**config.mk**
```make
export PLATFORM = sky130hd
export DESIGN_NAME = ptr_readout
export DESIGN_NICKNAME = d
export VERILOG_FILES = /design/src/shared/ptr_pkg.sv /design/src/shared/ptr_mul_if.sv /design/src/verilog/ptr_l11_mul.sv /design/src/verilog/ptr_readout.sv
export SDC_FILE = /design/constraint.sdc
export NUM_CORES = 2
export LEC_CHECK = 0
export ABC_AREA = 0
export BUFFER_PORTS_ARGS = -buffer_cell sky130_fd_sc_hd__buf_2
export CAP_MARGIN = 30
export CELL_PAD_IN_SITES_DETAIL_PLACEMENT = 1
export CELL_PAD_IN_SITES_GLOBAL_PLACEMENT = 2
export CORE_MARGIN = 4
export CORE_UTILIZATION = 40
export CTS_BUF_LIST = sky130_fd_sc_hd__clkbuf_16
export DETAILED_ROUTE_END_ITERATION = 10
export PLACE_DENSITY_LB_ADDON = 0.1
export SYNTH_ARGS = -nofsm -noshare
export SYNTH_HDL_FRONTEND = slang
export SYNTH_SLANG_ARGS = --single-unit
```
**constraint.sdc**
```tcl
create_clock -name I_MCLK -period 33.8 [get_ports I_MCLK]
set_input_delay 6.76 -clock I_MCLK [delete_from_list [all_inputs] [get_ports I_MCLK]]
set_output_delay 6.76 -clock I_MCLK [all_outputs]
set_load 0.01 [all_outputs]
```
**src/shared/ptr_pkg.sv**
```systemverilog
// package: command codes, formats, reset values and limits for telemetry
package ptr_pkg;

    // read-word command codes
    localparam logic [7:0] CMD_IN_VOLT       = 8'h88;
    localparam logic [7:0] CMD_IN_CURR       = 8'h89;
    localparam logic [7:0] CMD_IN_POWER      = 8'h97;
    localparam logic [7:0] CMD_OUT_VOLT      = 8'h8B;
    localparam logic [7:0] CMD_OUT_CURR      = 8'h8C;
    localparam logic [7:0] CMD_CHAN_TEMP     = 8'h8D;
    localparam logic [7:0] CMD_DIE_TEMP      = 8'h8E;
    localparam logic [7:0] CMD_OUT_POWER     = 8'h96;
    localparam logic [7:0] CMD_CHANNEL_CURRENT_FIXED_POINT = 8'hBB;
    localparam logic [7:0] CMD_IN_CURR_PEAK  = 8'hC4;
    localparam logic [7:0] CMD_IN_CURR_MIN   = 8'hC5;
    localparam logic [7:0] CMD_IN_POWER_PEAK = 8'hC6;
    localparam logic [7:0] CMD_IN_POWER_MIN  = 8'hC7;
    localparam logic [7:0] CMD_RAW_CURRENT_SENSE_VOLTAGE = 8'hFA;

    // tracker load values and idle read word, linear 11-bit format
    localparam logic [15:0] PEAK_RESET = 16'h7C00;
    localparam logic [15:0] MIN_RESET  = 16'h7BFF;
    localparam logic [15:0] WORD_RESET = 16'h0000;

    // linear 11-bit field layout
    localparam int L11_EXP_LSB  = 11;
    localparam int L11_MANT_MSB = 10;
    localparam logic signed [6:0] L11_EXP_MIN = -7'sh10;
    localparam logic signed [6:0] L11_EXP_MAX = 7'sh0F;
    localparam logic signed [21:0] L11_MANT_MAX = 22'sh3FF;
    localparam logic signed [21:0] L11_MANT_MIN = -22'sh400;
    localparam logic signed [6:0] FIX_FRAC_BITS = 7'sh10;

    // alternate current: counts per ampere (1 count = 2.5 mA)
    localparam logic signed [63:0] ALT_COUNTS_PER_AMP = 64'sh190;
    localparam logic signed [63:0] ALT_MAX = 64'sh7FFF;
    localparam logic signed [63:0] ALT_MIN = -64'sh8000;

    // diode ideality above this marks the external sensor invalid
    localparam logic [15:0] DIODE_IDEALITY_LIMIT = 16'h1000;

    localparam int NUM_CHAN = 2;

    typedef enum logic [2:0] {
        CK_IN_VOLT  = 3'h0,
        CK_IN_CURR  = 3'h1,
        CK_OUT_VOLT = 3'h3,
        CK_OUT_CURR = 3'h2,
        CK_OUT_PWR  = 3'h6,
        CK_EXT_TEMP = 3'h7,
        CK_DIE_TEMP = 3'h5
    } ptr_kind_t;

endpackage

```
**src/shared/ptr_mul_if.sv**
```systemverilog
// interface: operands and product of the linear-format multiplier
`timescale 1ns/1ps
interface ptr_mul_if;
    logic        start;
    logic [15:0] opa;
    logic [15:0] opb;
    logic [15:0] prod;
    logic        done;
    modport ctl (output start, output opa, output opb,
                 input prod, input done);
    modport mul (input start, input opa, input opb,
                 output prod, output done);
endinterface

```
**src/verilog/ptr_l11_mul.sv**
```systemverilog
// module: registered multiplier of two linear 11-bit format words
`timescale 1ns/1ps
module ptr_l11_mul (
    input  wire logic  i_clk,     // core clock
    input  wire logic  i_rst_n,   // async reset, active low
    ptr_mul_if.mul     mb         // operands in, product out
);

    typedef struct packed {
        logic [15:0] prod;
        logic        done;
    } ptr_mul_st_t;

    ptr_mul_st_t st_ff;
    ptr_mul_st_t nxt_st;

    function automatic logic [15:0] l11_mul(input logic [15:0] a,
                                            input logic [15:0] b);
        logic signed [21:0] p;
        logic signed [6:0]  e;
        p = 22'($signed(a[ptr_pkg::L11_MANT_MSB:0]))
            * 22'($signed(b[ptr_pkg::L11_MANT_MSB:0]));
        e = 7'($signed(a[15:ptr_pkg::L11_EXP_LSB]))
            + 7'($signed(b[15:ptr_pkg::L11_EXP_LSB]));
        // renormalise into an 11-bit mantissa and legal exponent
        for (int k = 0; k < 24; k++) begin
            if (p > ptr_pkg::L11_MANT_MAX || p < ptr_pkg::L11_MANT_MIN
                || e < ptr_pkg::L11_EXP_MIN) begin
                p = p >>> 1;
                e = e + 7'sh01;
            end
        end
        if (e > ptr_pkg::L11_EXP_MAX) begin
            e = ptr_pkg::L11_EXP_MAX;
            p = p[21] ? ptr_pkg::L11_MANT_MIN : ptr_pkg::L11_MANT_MAX;
        end
        return {e[4:0], p[10:0]};
    endfunction

    always_comb begin
        nxt_st = st_ff;
        nxt_st.done = mb.start;
        if (mb.start) begin
            nxt_st.prod = l11_mul(mb.opa, mb.opb);
        end
    end

    always_ff @(posedge i_clk or negedge i_rst_n) begin
        if (!i_rst_n) begin
            st_ff <= '0;
        end else begin
            st_ff <= nxt_st;
        end
    end

    assign mb.prod = st_ff.prod;
    assign mb.done = st_ff.done;

endmodule

```
**src/verilog/ptr_readout.sv**
```systemverilog
// module: telemetry readout, trackers and read-word command answers
//
// How it works
// - input voltage read returns latest conversion
// - input current rescaled by two-bit range setting
// - input power is current times voltage
// - peaks load 0x7C00 on reset, clear, turn-on
// - minimums load 0x7BFF on reset, clear, turn-on
// - channel temperature in use feeds the paged channel temperature read, O_TEMP_CH0 and O_TEMP_CH1
// - invalid external sensor replaced by die temperature
// - die temperature is read directly and also feeds an invalid channel's temperature
// - paged output voltage and current returned
// - paged output power returned in watts
// - alternate current signed, one count 2.5 mA
// - alternate current clamps at plus/minus 81.92 A
// - raw sense voltage magnitude, no temperature correction
// - raw sense voltage unsigned, scale set by select
// - every value answered as a 16-bit read word
`timescale 1ns/1ps
module ptr_readout (
    input  wire logic              I_MCLK,         // core clock, 250 MHz
    input  wire logic              I_RST_N,        // async reset, low
    input  wire logic              I_CONV_VALID,   // new conversion pulse
    input  wire ptr_pkg::ptr_kind_t I_CONV_KIND,   // which quantity
    input  wire logic              I_CONV_CHAN,    // channel of result
    input  wire logic [15:0]       I_CONV_DATA,    // result word
    input  wire logic [15:0]       I_CONV_AUX,     // sense raw / ideality
    input  wire logic              I_CONV_STUCK,   // sense pin constant
    input  wire logic [1:0]        I_IIN_RANGE,    // input current range
    input  wire logic [1:0]        I_CHAN_ON,      // channel on levels
    input  wire logic              I_CLEAR_FAULTS, // clear-faults pulse
    input  wire logic              I_RD_REQ,       // read-word request
    input  wire logic [7:0]        I_RD_CMD,       // command code
    input  wire logic [7:0]        I_RD_PAGE,      // selected page
    output logic                   O_RD_ACK,       // answer pulse
    output logic [15:0]            O_RD_DATA,      // answer word
    output logic                   O_RD_ERR,       // unsupported read
    output logic [15:0]            O_TEMP_CH0,     // temperature in use
    output logic [15:0]            O_TEMP_CH1      // temperature in use
);

    localparam int NC = ptr_pkg::NUM_CHAN;

    typedef struct packed {
        logic [15:0]         vin;
        logic [15:0]         iin;
        logic [15:0]         pin;
        logic [15:0]         iin_pk;
        logic [15:0]         iin_mn;
        logic [15:0]         pin_pk;
        logic [15:0]         pin_mn;
        logic [NC-1:0][15:0] vout;
        logic [NC-1:0][15:0] iout;
        logic [NC-1:0][15:0] pout;
        logic [NC-1:0][15:0] ext_t;
        logic [NC-1:0]       ext_bad;
        logic [NC-1:0][15:0] temp_use;
        logic [NC-1:0][15:0] sense;
        logic [NC-1:0][15:0] alt;
        logic [15:0]         die_t;
        logic [NC-1:0]       on_prev;
        logic                mul_go;
        logic                rd_ack;
        logic                rd_err;
        logic [15:0]         rd_data;
    } ptr_st_t;

    ptr_st_t st_ff;
    ptr_st_t nxt_st;

    ptr_mul_if mbus ();

    ptr_l11_mul u_mul (
        .i_clk   (I_MCLK),
        .i_rst_n (I_RST_N),
        .mb      (mbus.mul)
    );

    assign mbus.start = st_ff.mul_go;
    assign mbus.opa   = st_ff.iin;
    assign mbus.opb   = st_ff.vin;

    ////////////////////////////////////////////////////////////////////////

    // linear word to signed fixed point with 16 fraction bits
    function automatic logic signed [47:0] to_fix(input logic [15:0] v);
        logic signed [47:0] m;
        logic signed [6:0]  sh;
        m  = 48'($signed(v[ptr_pkg::L11_MANT_MSB:0]));
        sh = 7'($signed(v[15:ptr_pkg::L11_EXP_LSB]))
             + ptr_pkg::FIX_FRAC_BITS;
        return m <<< sh[5:0];
    endfunction

    // lower the exponent by the range code, keeping it legal
    function automatic logic [15:0] range_fix(input logic [15:0] v,
                                              input logic [1:0]  r);
        logic signed [10:0] m;
        logic signed [6:0]  e;
        m = $signed(v[ptr_pkg::L11_MANT_MSB:0]);
        e = 7'($signed(v[15:ptr_pkg::L11_EXP_LSB])) - 7'($unsigned(r));
        for (int k = 0; k < 4; k++) begin
            if (e < ptr_pkg::L11_EXP_MIN) begin
                m = m >>> 1;
                e = e + 7'sh01;
            end
        end
        return {e[4:0], m};
    endfunction

    // current word to 2.5 mA counts, saturated
    function automatic logic [15:0] alt_cur(input logic [15:0] v);
        logic signed [63:0] t;
        t = 64'(to_fix(v)) * ptr_pkg::ALT_COUNTS_PER_AMP;
        t = t >>> ptr_pkg::FIX_FRAC_BITS;
        if (t > ptr_pkg::ALT_MAX) begin
            t = ptr_pkg::ALT_MAX;
        end else if (t < ptr_pkg::ALT_MIN) begin
            t = ptr_pkg::ALT_MIN;
        end
        return t[15:0];
    endfunction

    function automatic logic [15:0] abs16(input logic [15:0] v);
        return v[15] ? 16'(-v) : v;
    endfunction

    function automatic logic is_gt(input logic [15:0] a,
                                   input logic [15:0] b);
        return to_fix(a) > to_fix(b);
    endfunction

    ////////////////////////////////////////////////////////////////////////

    logic [NC-1:0] turn_on;
    logic          trk_load;
    logic          pg;
    logic          pg_ok;
    logic [15:0]   iin_new;

    always_comb begin
        nxt_st   = st_ff;
        turn_on  = I_CHAN_ON & ~st_ff.on_prev;
        trk_load = I_CLEAR_FAULTS | (|turn_on);
        pg       = I_RD_PAGE[0];
        pg_ok    = (I_RD_PAGE < 8'(NC));
        iin_new  = range_fix(I_CONV_DATA, I_IIN_RANGE);

        nxt_st.on_prev = I_CHAN_ON;
        nxt_st.mul_go  = 1'b0;

        // new results from the converter
        if (I_CONV_VALID) begin
            case (I_CONV_KIND)
                ptr_pkg::CK_IN_VOLT: begin
                    nxt_st.vin    = I_CONV_DATA;
                    nxt_st.mul_go = 1'b1;
                end
                ptr_pkg::CK_IN_CURR: begin
                    nxt_st.iin    = iin_new;
                    nxt_st.mul_go = 1'b1;
                    if (is_gt(iin_new, st_ff.iin_pk)) begin
                        nxt_st.iin_pk = iin_new;
                    end
                    if (is_gt(st_ff.iin_mn, iin_new)) begin
                        nxt_st.iin_mn = iin_new;
                    end
                end
                ptr_pkg::CK_OUT_VOLT: begin
                    nxt_st.vout[I_CONV_CHAN] = I_CONV_DATA;
                end
                ptr_pkg::CK_OUT_CURR: begin
                    nxt_st.iout[I_CONV_CHAN] = I_CONV_DATA;
                    nxt_st.alt[I_CONV_CHAN] =
                        alt_cur(I_CONV_DATA);
                    // raw counts, scale fixed by the monitor select
                    nxt_st.sense[I_CONV_CHAN] =
                        abs16(I_CONV_AUX);
                end
                ptr_pkg::CK_OUT_PWR: begin
                    nxt_st.pout[I_CONV_CHAN] = I_CONV_DATA;
                end
                ptr_pkg::CK_EXT_TEMP: begin
                    nxt_st.ext_t[I_CONV_CHAN] = I_CONV_DATA;
                    nxt_st.ext_bad[I_CONV_CHAN] = I_CONV_STUCK
                        | (I_CONV_AUX > ptr_pkg::DIODE_IDEALITY_LIMIT);
                end
                ptr_pkg::CK_DIE_TEMP: begin
                    nxt_st.die_t = I_CONV_DATA;
                end
                default: begin
                    nxt_st.mul_go = 1'b0;
                end
            endcase
        end

        // input power from the multiplier
        if (mbus.done) begin
            nxt_st.pin = mbus.prod;
            if (is_gt(mbus.prod, st_ff.pin_pk)) begin
                nxt_st.pin_pk = mbus.prod;
            end
            if (is_gt(st_ff.pin_mn, mbus.prod)) begin
                nxt_st.pin_mn = mbus.prod;
            end
        end

        // tracker reload wins over a same-cycle update
        if (trk_load) begin
            nxt_st.iin_pk = ptr_pkg::PEAK_RESET;
            nxt_st.pin_pk = ptr_pkg::PEAK_RESET;
            nxt_st.iin_mn = ptr_pkg::MIN_RESET;
            nxt_st.pin_mn = ptr_pkg::MIN_RESET;
        end

        // die temperature only stands in for an invalid channel sensor
        for (int c = 0; c < NC; c++) begin
            nxt_st.temp_use[c] = nxt_st.ext_bad[c] ? nxt_st.die_t
                                                   : nxt_st.ext_t[c];
        end

        // read-word answers, one cycle after the request
        nxt_st.rd_ack  = I_RD_REQ;
        nxt_st.rd_err  = 1'b0;
        nxt_st.rd_data = ptr_pkg::WORD_RESET;
        if (I_RD_REQ) begin
            case (I_RD_CMD)
                ptr_pkg::CMD_IN_VOLT: begin
                    nxt_st.rd_data = st_ff.vin;
                end
                ptr_pkg::CMD_IN_CURR: begin
                    nxt_st.rd_data = st_ff.iin;
                end
                ptr_pkg::CMD_IN_POWER: begin
                    nxt_st.rd_data = st_ff.pin;
                end
                ptr_pkg::CMD_IN_CURR_PEAK: begin
                    nxt_st.rd_data = st_ff.iin_pk;
                end
                ptr_pkg::CMD_IN_CURR_MIN: begin
                    nxt_st.rd_data = st_ff.iin_mn;
                end
                ptr_pkg::CMD_IN_POWER_PEAK: begin
                    nxt_st.rd_data = st_ff.pin_pk;
                end
                ptr_pkg::CMD_IN_POWER_MIN: begin
                    nxt_st.rd_data = st_ff.pin_mn;
                end
                ptr_pkg::CMD_DIE_TEMP: begin
                    nxt_st.rd_data = st_ff.die_t;
                end
                ptr_pkg::CMD_OUT_VOLT: begin
                    nxt_st.rd_data = st_ff.vout[pg];
                    nxt_st.rd_err  = !pg_ok;
                end
                ptr_pkg::CMD_OUT_CURR: begin
                    nxt_st.rd_data = st_ff.iout[pg];
                    nxt_st.rd_err  = !pg_ok;
                end
                ptr_pkg::CMD_OUT_POWER: begin
                    nxt_st.rd_data = st_ff.pout[pg];
                    nxt_st.rd_err  = !pg_ok;
                end
                ptr_pkg::CMD_CHAN_TEMP: begin
                    nxt_st.rd_data = st_ff.temp_use[pg];
                    nxt_st.rd_err  = !pg_ok;
                end
                ptr_pkg::CMD_CHANNEL_CURRENT_FIXED_POINT: begin
                    nxt_st.rd_data = st_ff.alt[pg];
                    nxt_st.rd_err  = !pg_ok;
                end
                ptr_pkg::CMD_RAW_CURRENT_SENSE_VOLTAGE: begin
                    nxt_st.rd_data = st_ff.sense[pg];
                    nxt_st.rd_err  = !pg_ok;
                end
                default: begin
                    nxt_st.rd_err = 1'b1;
                end
            endcase
            if (nxt_st.rd_err) begin
                nxt_st.rd_data = ptr_pkg::WORD_RESET;
            end
        end
    end

    ////////////////////////////////////////////////////////////////////////

    always_ff @(posedge I_MCLK or negedge I_RST_N) begin
        if (!I_RST_N) begin
            st_ff        <= '0;
            st_ff.iin_pk <= ptr_pkg::PEAK_RESET;
            st_ff.pin_pk <= ptr_pkg::PEAK_RESET;
            st_ff.iin_mn <= ptr_pkg::MIN_RESET;
            st_ff.pin_mn <= ptr_pkg::MIN_RESET;
        end else begin
            st_ff <= nxt_st;
        end
    end

    assign O_RD_ACK   = st_ff.rd_ack;
    assign O_RD_DATA  = st_ff.rd_data;
    assign O_RD_ERR   = st_ff.rd_err;
    assign O_TEMP_CH0 = st_ff.temp_use[0];
    assign O_TEMP_CH1 = st_ff.temp_use[1];

endmodule

```
==> qor.yml <==
timing:
  tns_ns: 0
  layout_min_cycle_time_ns: 30.93
  rsz0062_at_grt: "no"
  fmax_mhz: 32.3
  hold_violations: 0
  finalSetupViolCount: 0
  clock_skew_ns: 0.0501
  relSlewSlack_pct: 24.5
  tightest_slew_ns: 1.13
  fin_crit_sh_pct: 91.5
  drv_slew: 0
setup_path:
  critPathMostFrequentCell: "ha_1"
  path_max_fanout: 21
  regToRegSetupSlack_ns: 2.87
  crit_slowest_cell: "fa_1"
  required_ns: 34.21
  max_stage_delay_ns: 0.75
  cp-end-kind: "flop"
  worstSetupPathType: "reg2reg"
  cp_num_buf_inv: 12
  start_kind: "flop"
  worstPathArrival_ns: 31.34
  critical_path.top_delay_family: "compound AO/OA/AOI/OAI gates"
place:
  gp_congestion: 0.897
  dp_hpwl_um: 137000
  portBuffers: 111
clock_tree:
  clk-insertion-delay-late_ns: 0.60
  postCtsSetupBuffers: 0
  cts_made_buffers: 41
  hold_buffers: 0
  numClockSinks: 392
  clk_pin_slew_ns: 0.07
  clockBufferDepth: 3
  root_buffer: "clkbuf_16"
  cts.htree.levels: 2
  cts_tree: "yes"
logic_synthesis:
  synth_top_area_cell: "dfrtp_1"
  ys_seq_area_share_pct: 20.6
  netlist_area_um2: 47700
  synthTopCellsByArea: "dfrtp_1, ha_1, mux2_2"
  async_reset_ff_share_pct: 100
  synthDominantCellAreaShare_pct: 18.6
  ys_warn_count: 0
  syn_avg_cell_area_um2: 8.21
  synth_enable_flop_cells: 0
  ys_types: 136
  syn_inst: 5816
  yosys_register_bits: 392
  syn_nets: 6412
  ys.flop_type: "dfrtp_1"
final_layout:
  area_growth_syn_to_layout_pct: 6.31
  fill_cells: 14100
  nets: 6274
  drive_above_1_share_pct: 13.3
routing:
  drc: 0
  drt-total-wl_um: 174000
  route.vias.total: 43000
  drt_iter0_markers: 2895
  drtAntennaViolNets: 0
  via_per_inst: 5.93
  first_pass_iters: 7
  wire_per_inst_um: 24.0
global_routing:
  grt_pass1_vias: 43700
  gr-usage-all-layers_pct: 27.1
  overflow: 0
  grt_first_pass_wirelength_um: 268000
  grt_max_degree: 126
  antenna_found_initial: 3
die:
  fp.dieH_um: 353
  top_level_ports: 112
  die_w_um: 353
  initial_core_util_pct: 40.4
  dieArea_um2: 125000
  core_um2: 118000
  row_count: 126
status:
  status: "completed"
min_path:
  hp-class: "reg2reg"
run:
  cap_violations: 0
[synth_stat cells (32+ instances only)]
master and instances:
a22oi_1 50, nand2b_1 75, nand4_1 66, o21a_1 46
a31oi_1 58, mux2_2 310, xnor2_1 117, nor3_1 91
fa_1 158, nand3_1 89, and2_1 96, clkbuf_1 257
o21ai_0 316, nor2b_1 69, ha_1 376, o22ai_1 46
buf_1 35, inv_1 553, and3_1 34, nor2_1 470
buf_4 50, mux2i_1 260, a211oi_1 44, o211ai_1 40
xor2_1 64, dfrtp_1 354, a22o_1 32, dfstp_2 38
a21o_1 72, a21oi_1 350, nand2_1 594
[path summary, 6_finish.rpt]
path                                  start                end  depth (start not counted)
worst min register to register    st_ff[78]          st_ff[78]                          2
worst max-delay path            mbus.opb[3]  u_mul.mb.prod[13]                        106
min in group asynchronous           I_RST_N         st_ff[160]                          1
worst max register to register  mbus.opb[3]  u_mul.mb.prod[13]                        106
max in group asynchronous           I_RST_N  u_mul.mb.prod[11]                          4
worst min-delay path              st_ff[78]          st_ff[78]                          2
[logic make-up (layout without fill, tap and decap cells)]
group | Yosys count | after routing | share of synthesized area [%]
XOR/XNOR | 193 | 193 | 3.86
buffers and inverters | 930 | 825 | 7.84
multiplexers | 587 | 587 | 13.5
AO/OA/AOI/OAI | 1443 | 1443 | 20.6
adder cells (fa/ha/maj) | 534 | 534 | 16.5
other | 0 | 1 | 0
flip-flops | 392 | 392 | 20.6
AND/OR/NAND/NOR | 1737 | 1737 | 17.2
[flip-flops by register name (all words and copies together), names as in the netlist]
name,count
O_RD_ACK,1
O_RD_DATA,16
O_RD_ERR,1
O_TEMP_CH0,16
O_TEMP_CH1,16
mbus.opa,16
mbus.opb,16
mbus.start,1
st_ff,292
u_mul.mb.done,1
u_mul.mb.prod,16
[tightest hold or removal path, delay by kind of cell, from the launching register on]
kind | cells | cell delay [ns]
AO/OA/AOI/OAI | 1 | 0.06
flip-flops | 1 | 0.35
AND/OR/NAND/NOR | 1 | 0.05
[metal layers]
layer | vias to the layer above | GRT usage (%) | wire, um
li1 | 20200 | - | -
met1 | 21800 | 38.0 | 80700
met2 | 875 | 45.3 | 81900
met3 | 192 | 2.49 | 7200
met4 | 2 | 5.83 | 4180
met5 | - | 0 | 11
[placed cells by master, fill, tap and decap left out, types with 32 or more instances in the layout]
cell / instances
dfrtp_1: 354
xor2_1: 64
buf_4: 74
xnor2_1: 116
nand2_1: 594
o21ai_0: 313
dfstp_2: 38
ha_1: 376
a22oi_1: 50
a211oi_1: 44
mux2i_1: 258
and2_1: 96
mux2_2: 310
nand2b_1: 75
nand3_1: 89
o22ai_1: 46
nor2_1: 467
o21a_1: 46
a31oi_1: 57
a21oi_1: 349
a22o_1: 32
a21o_1: 72
o211ai_1: 40
buf_2: 110
clkbuf_16: 41
inv_1: 555
nor3_1: 85
nand4_1: 66
fa_1: 158
and3_1: 34
nor2b_1: 69
[final cells by class]
type	count	area [um^2]	share of cell area, %
Multi-Input combinational cell	4494	34300	67.5
Sequential cell	392	9860	19.4
Inverter	561	2110	4.15
Tap cell	1536	1920	3.79
Timing Repair Buffer	188	1190	2.35
Clock buffer	41	1030	2.02
Clock inverter	35	392	0.772
Antenna cell	1	2.50	0.00493
[per-stage QoR]
stage | area [um^2] | hold slack, ns | setup WS (ns) | cells | utilization [%]
6_report | 50800 | 0.484 | 2.87 | 7248 | 42.9
5_1_grt | 50700 | 0.509 | 0.171 | 7247 | 42.9
4_1_cts | 50700 | 0.485 | 2.24 | 7246 | 42.9
3_5_place_dp | 49300 | 0.471 | 2.43 | 7170 | 41.7
3_3_place_gp | 49200 | 0.460 | 3.35 | 7165 | 41.6
2_1_floorplan | 47700 | 0.352 | 7.68 | 5816 | -
[what timing repair did]
item	in CTS	in global routing
endpoints found under the hold margin	0	0
endpoints found under the setup margin	0	5
resized for setup	0	4
Power is not shown: default switching activity piles up to over one toggle a cycle in this logic, so the estimate is an artifact.
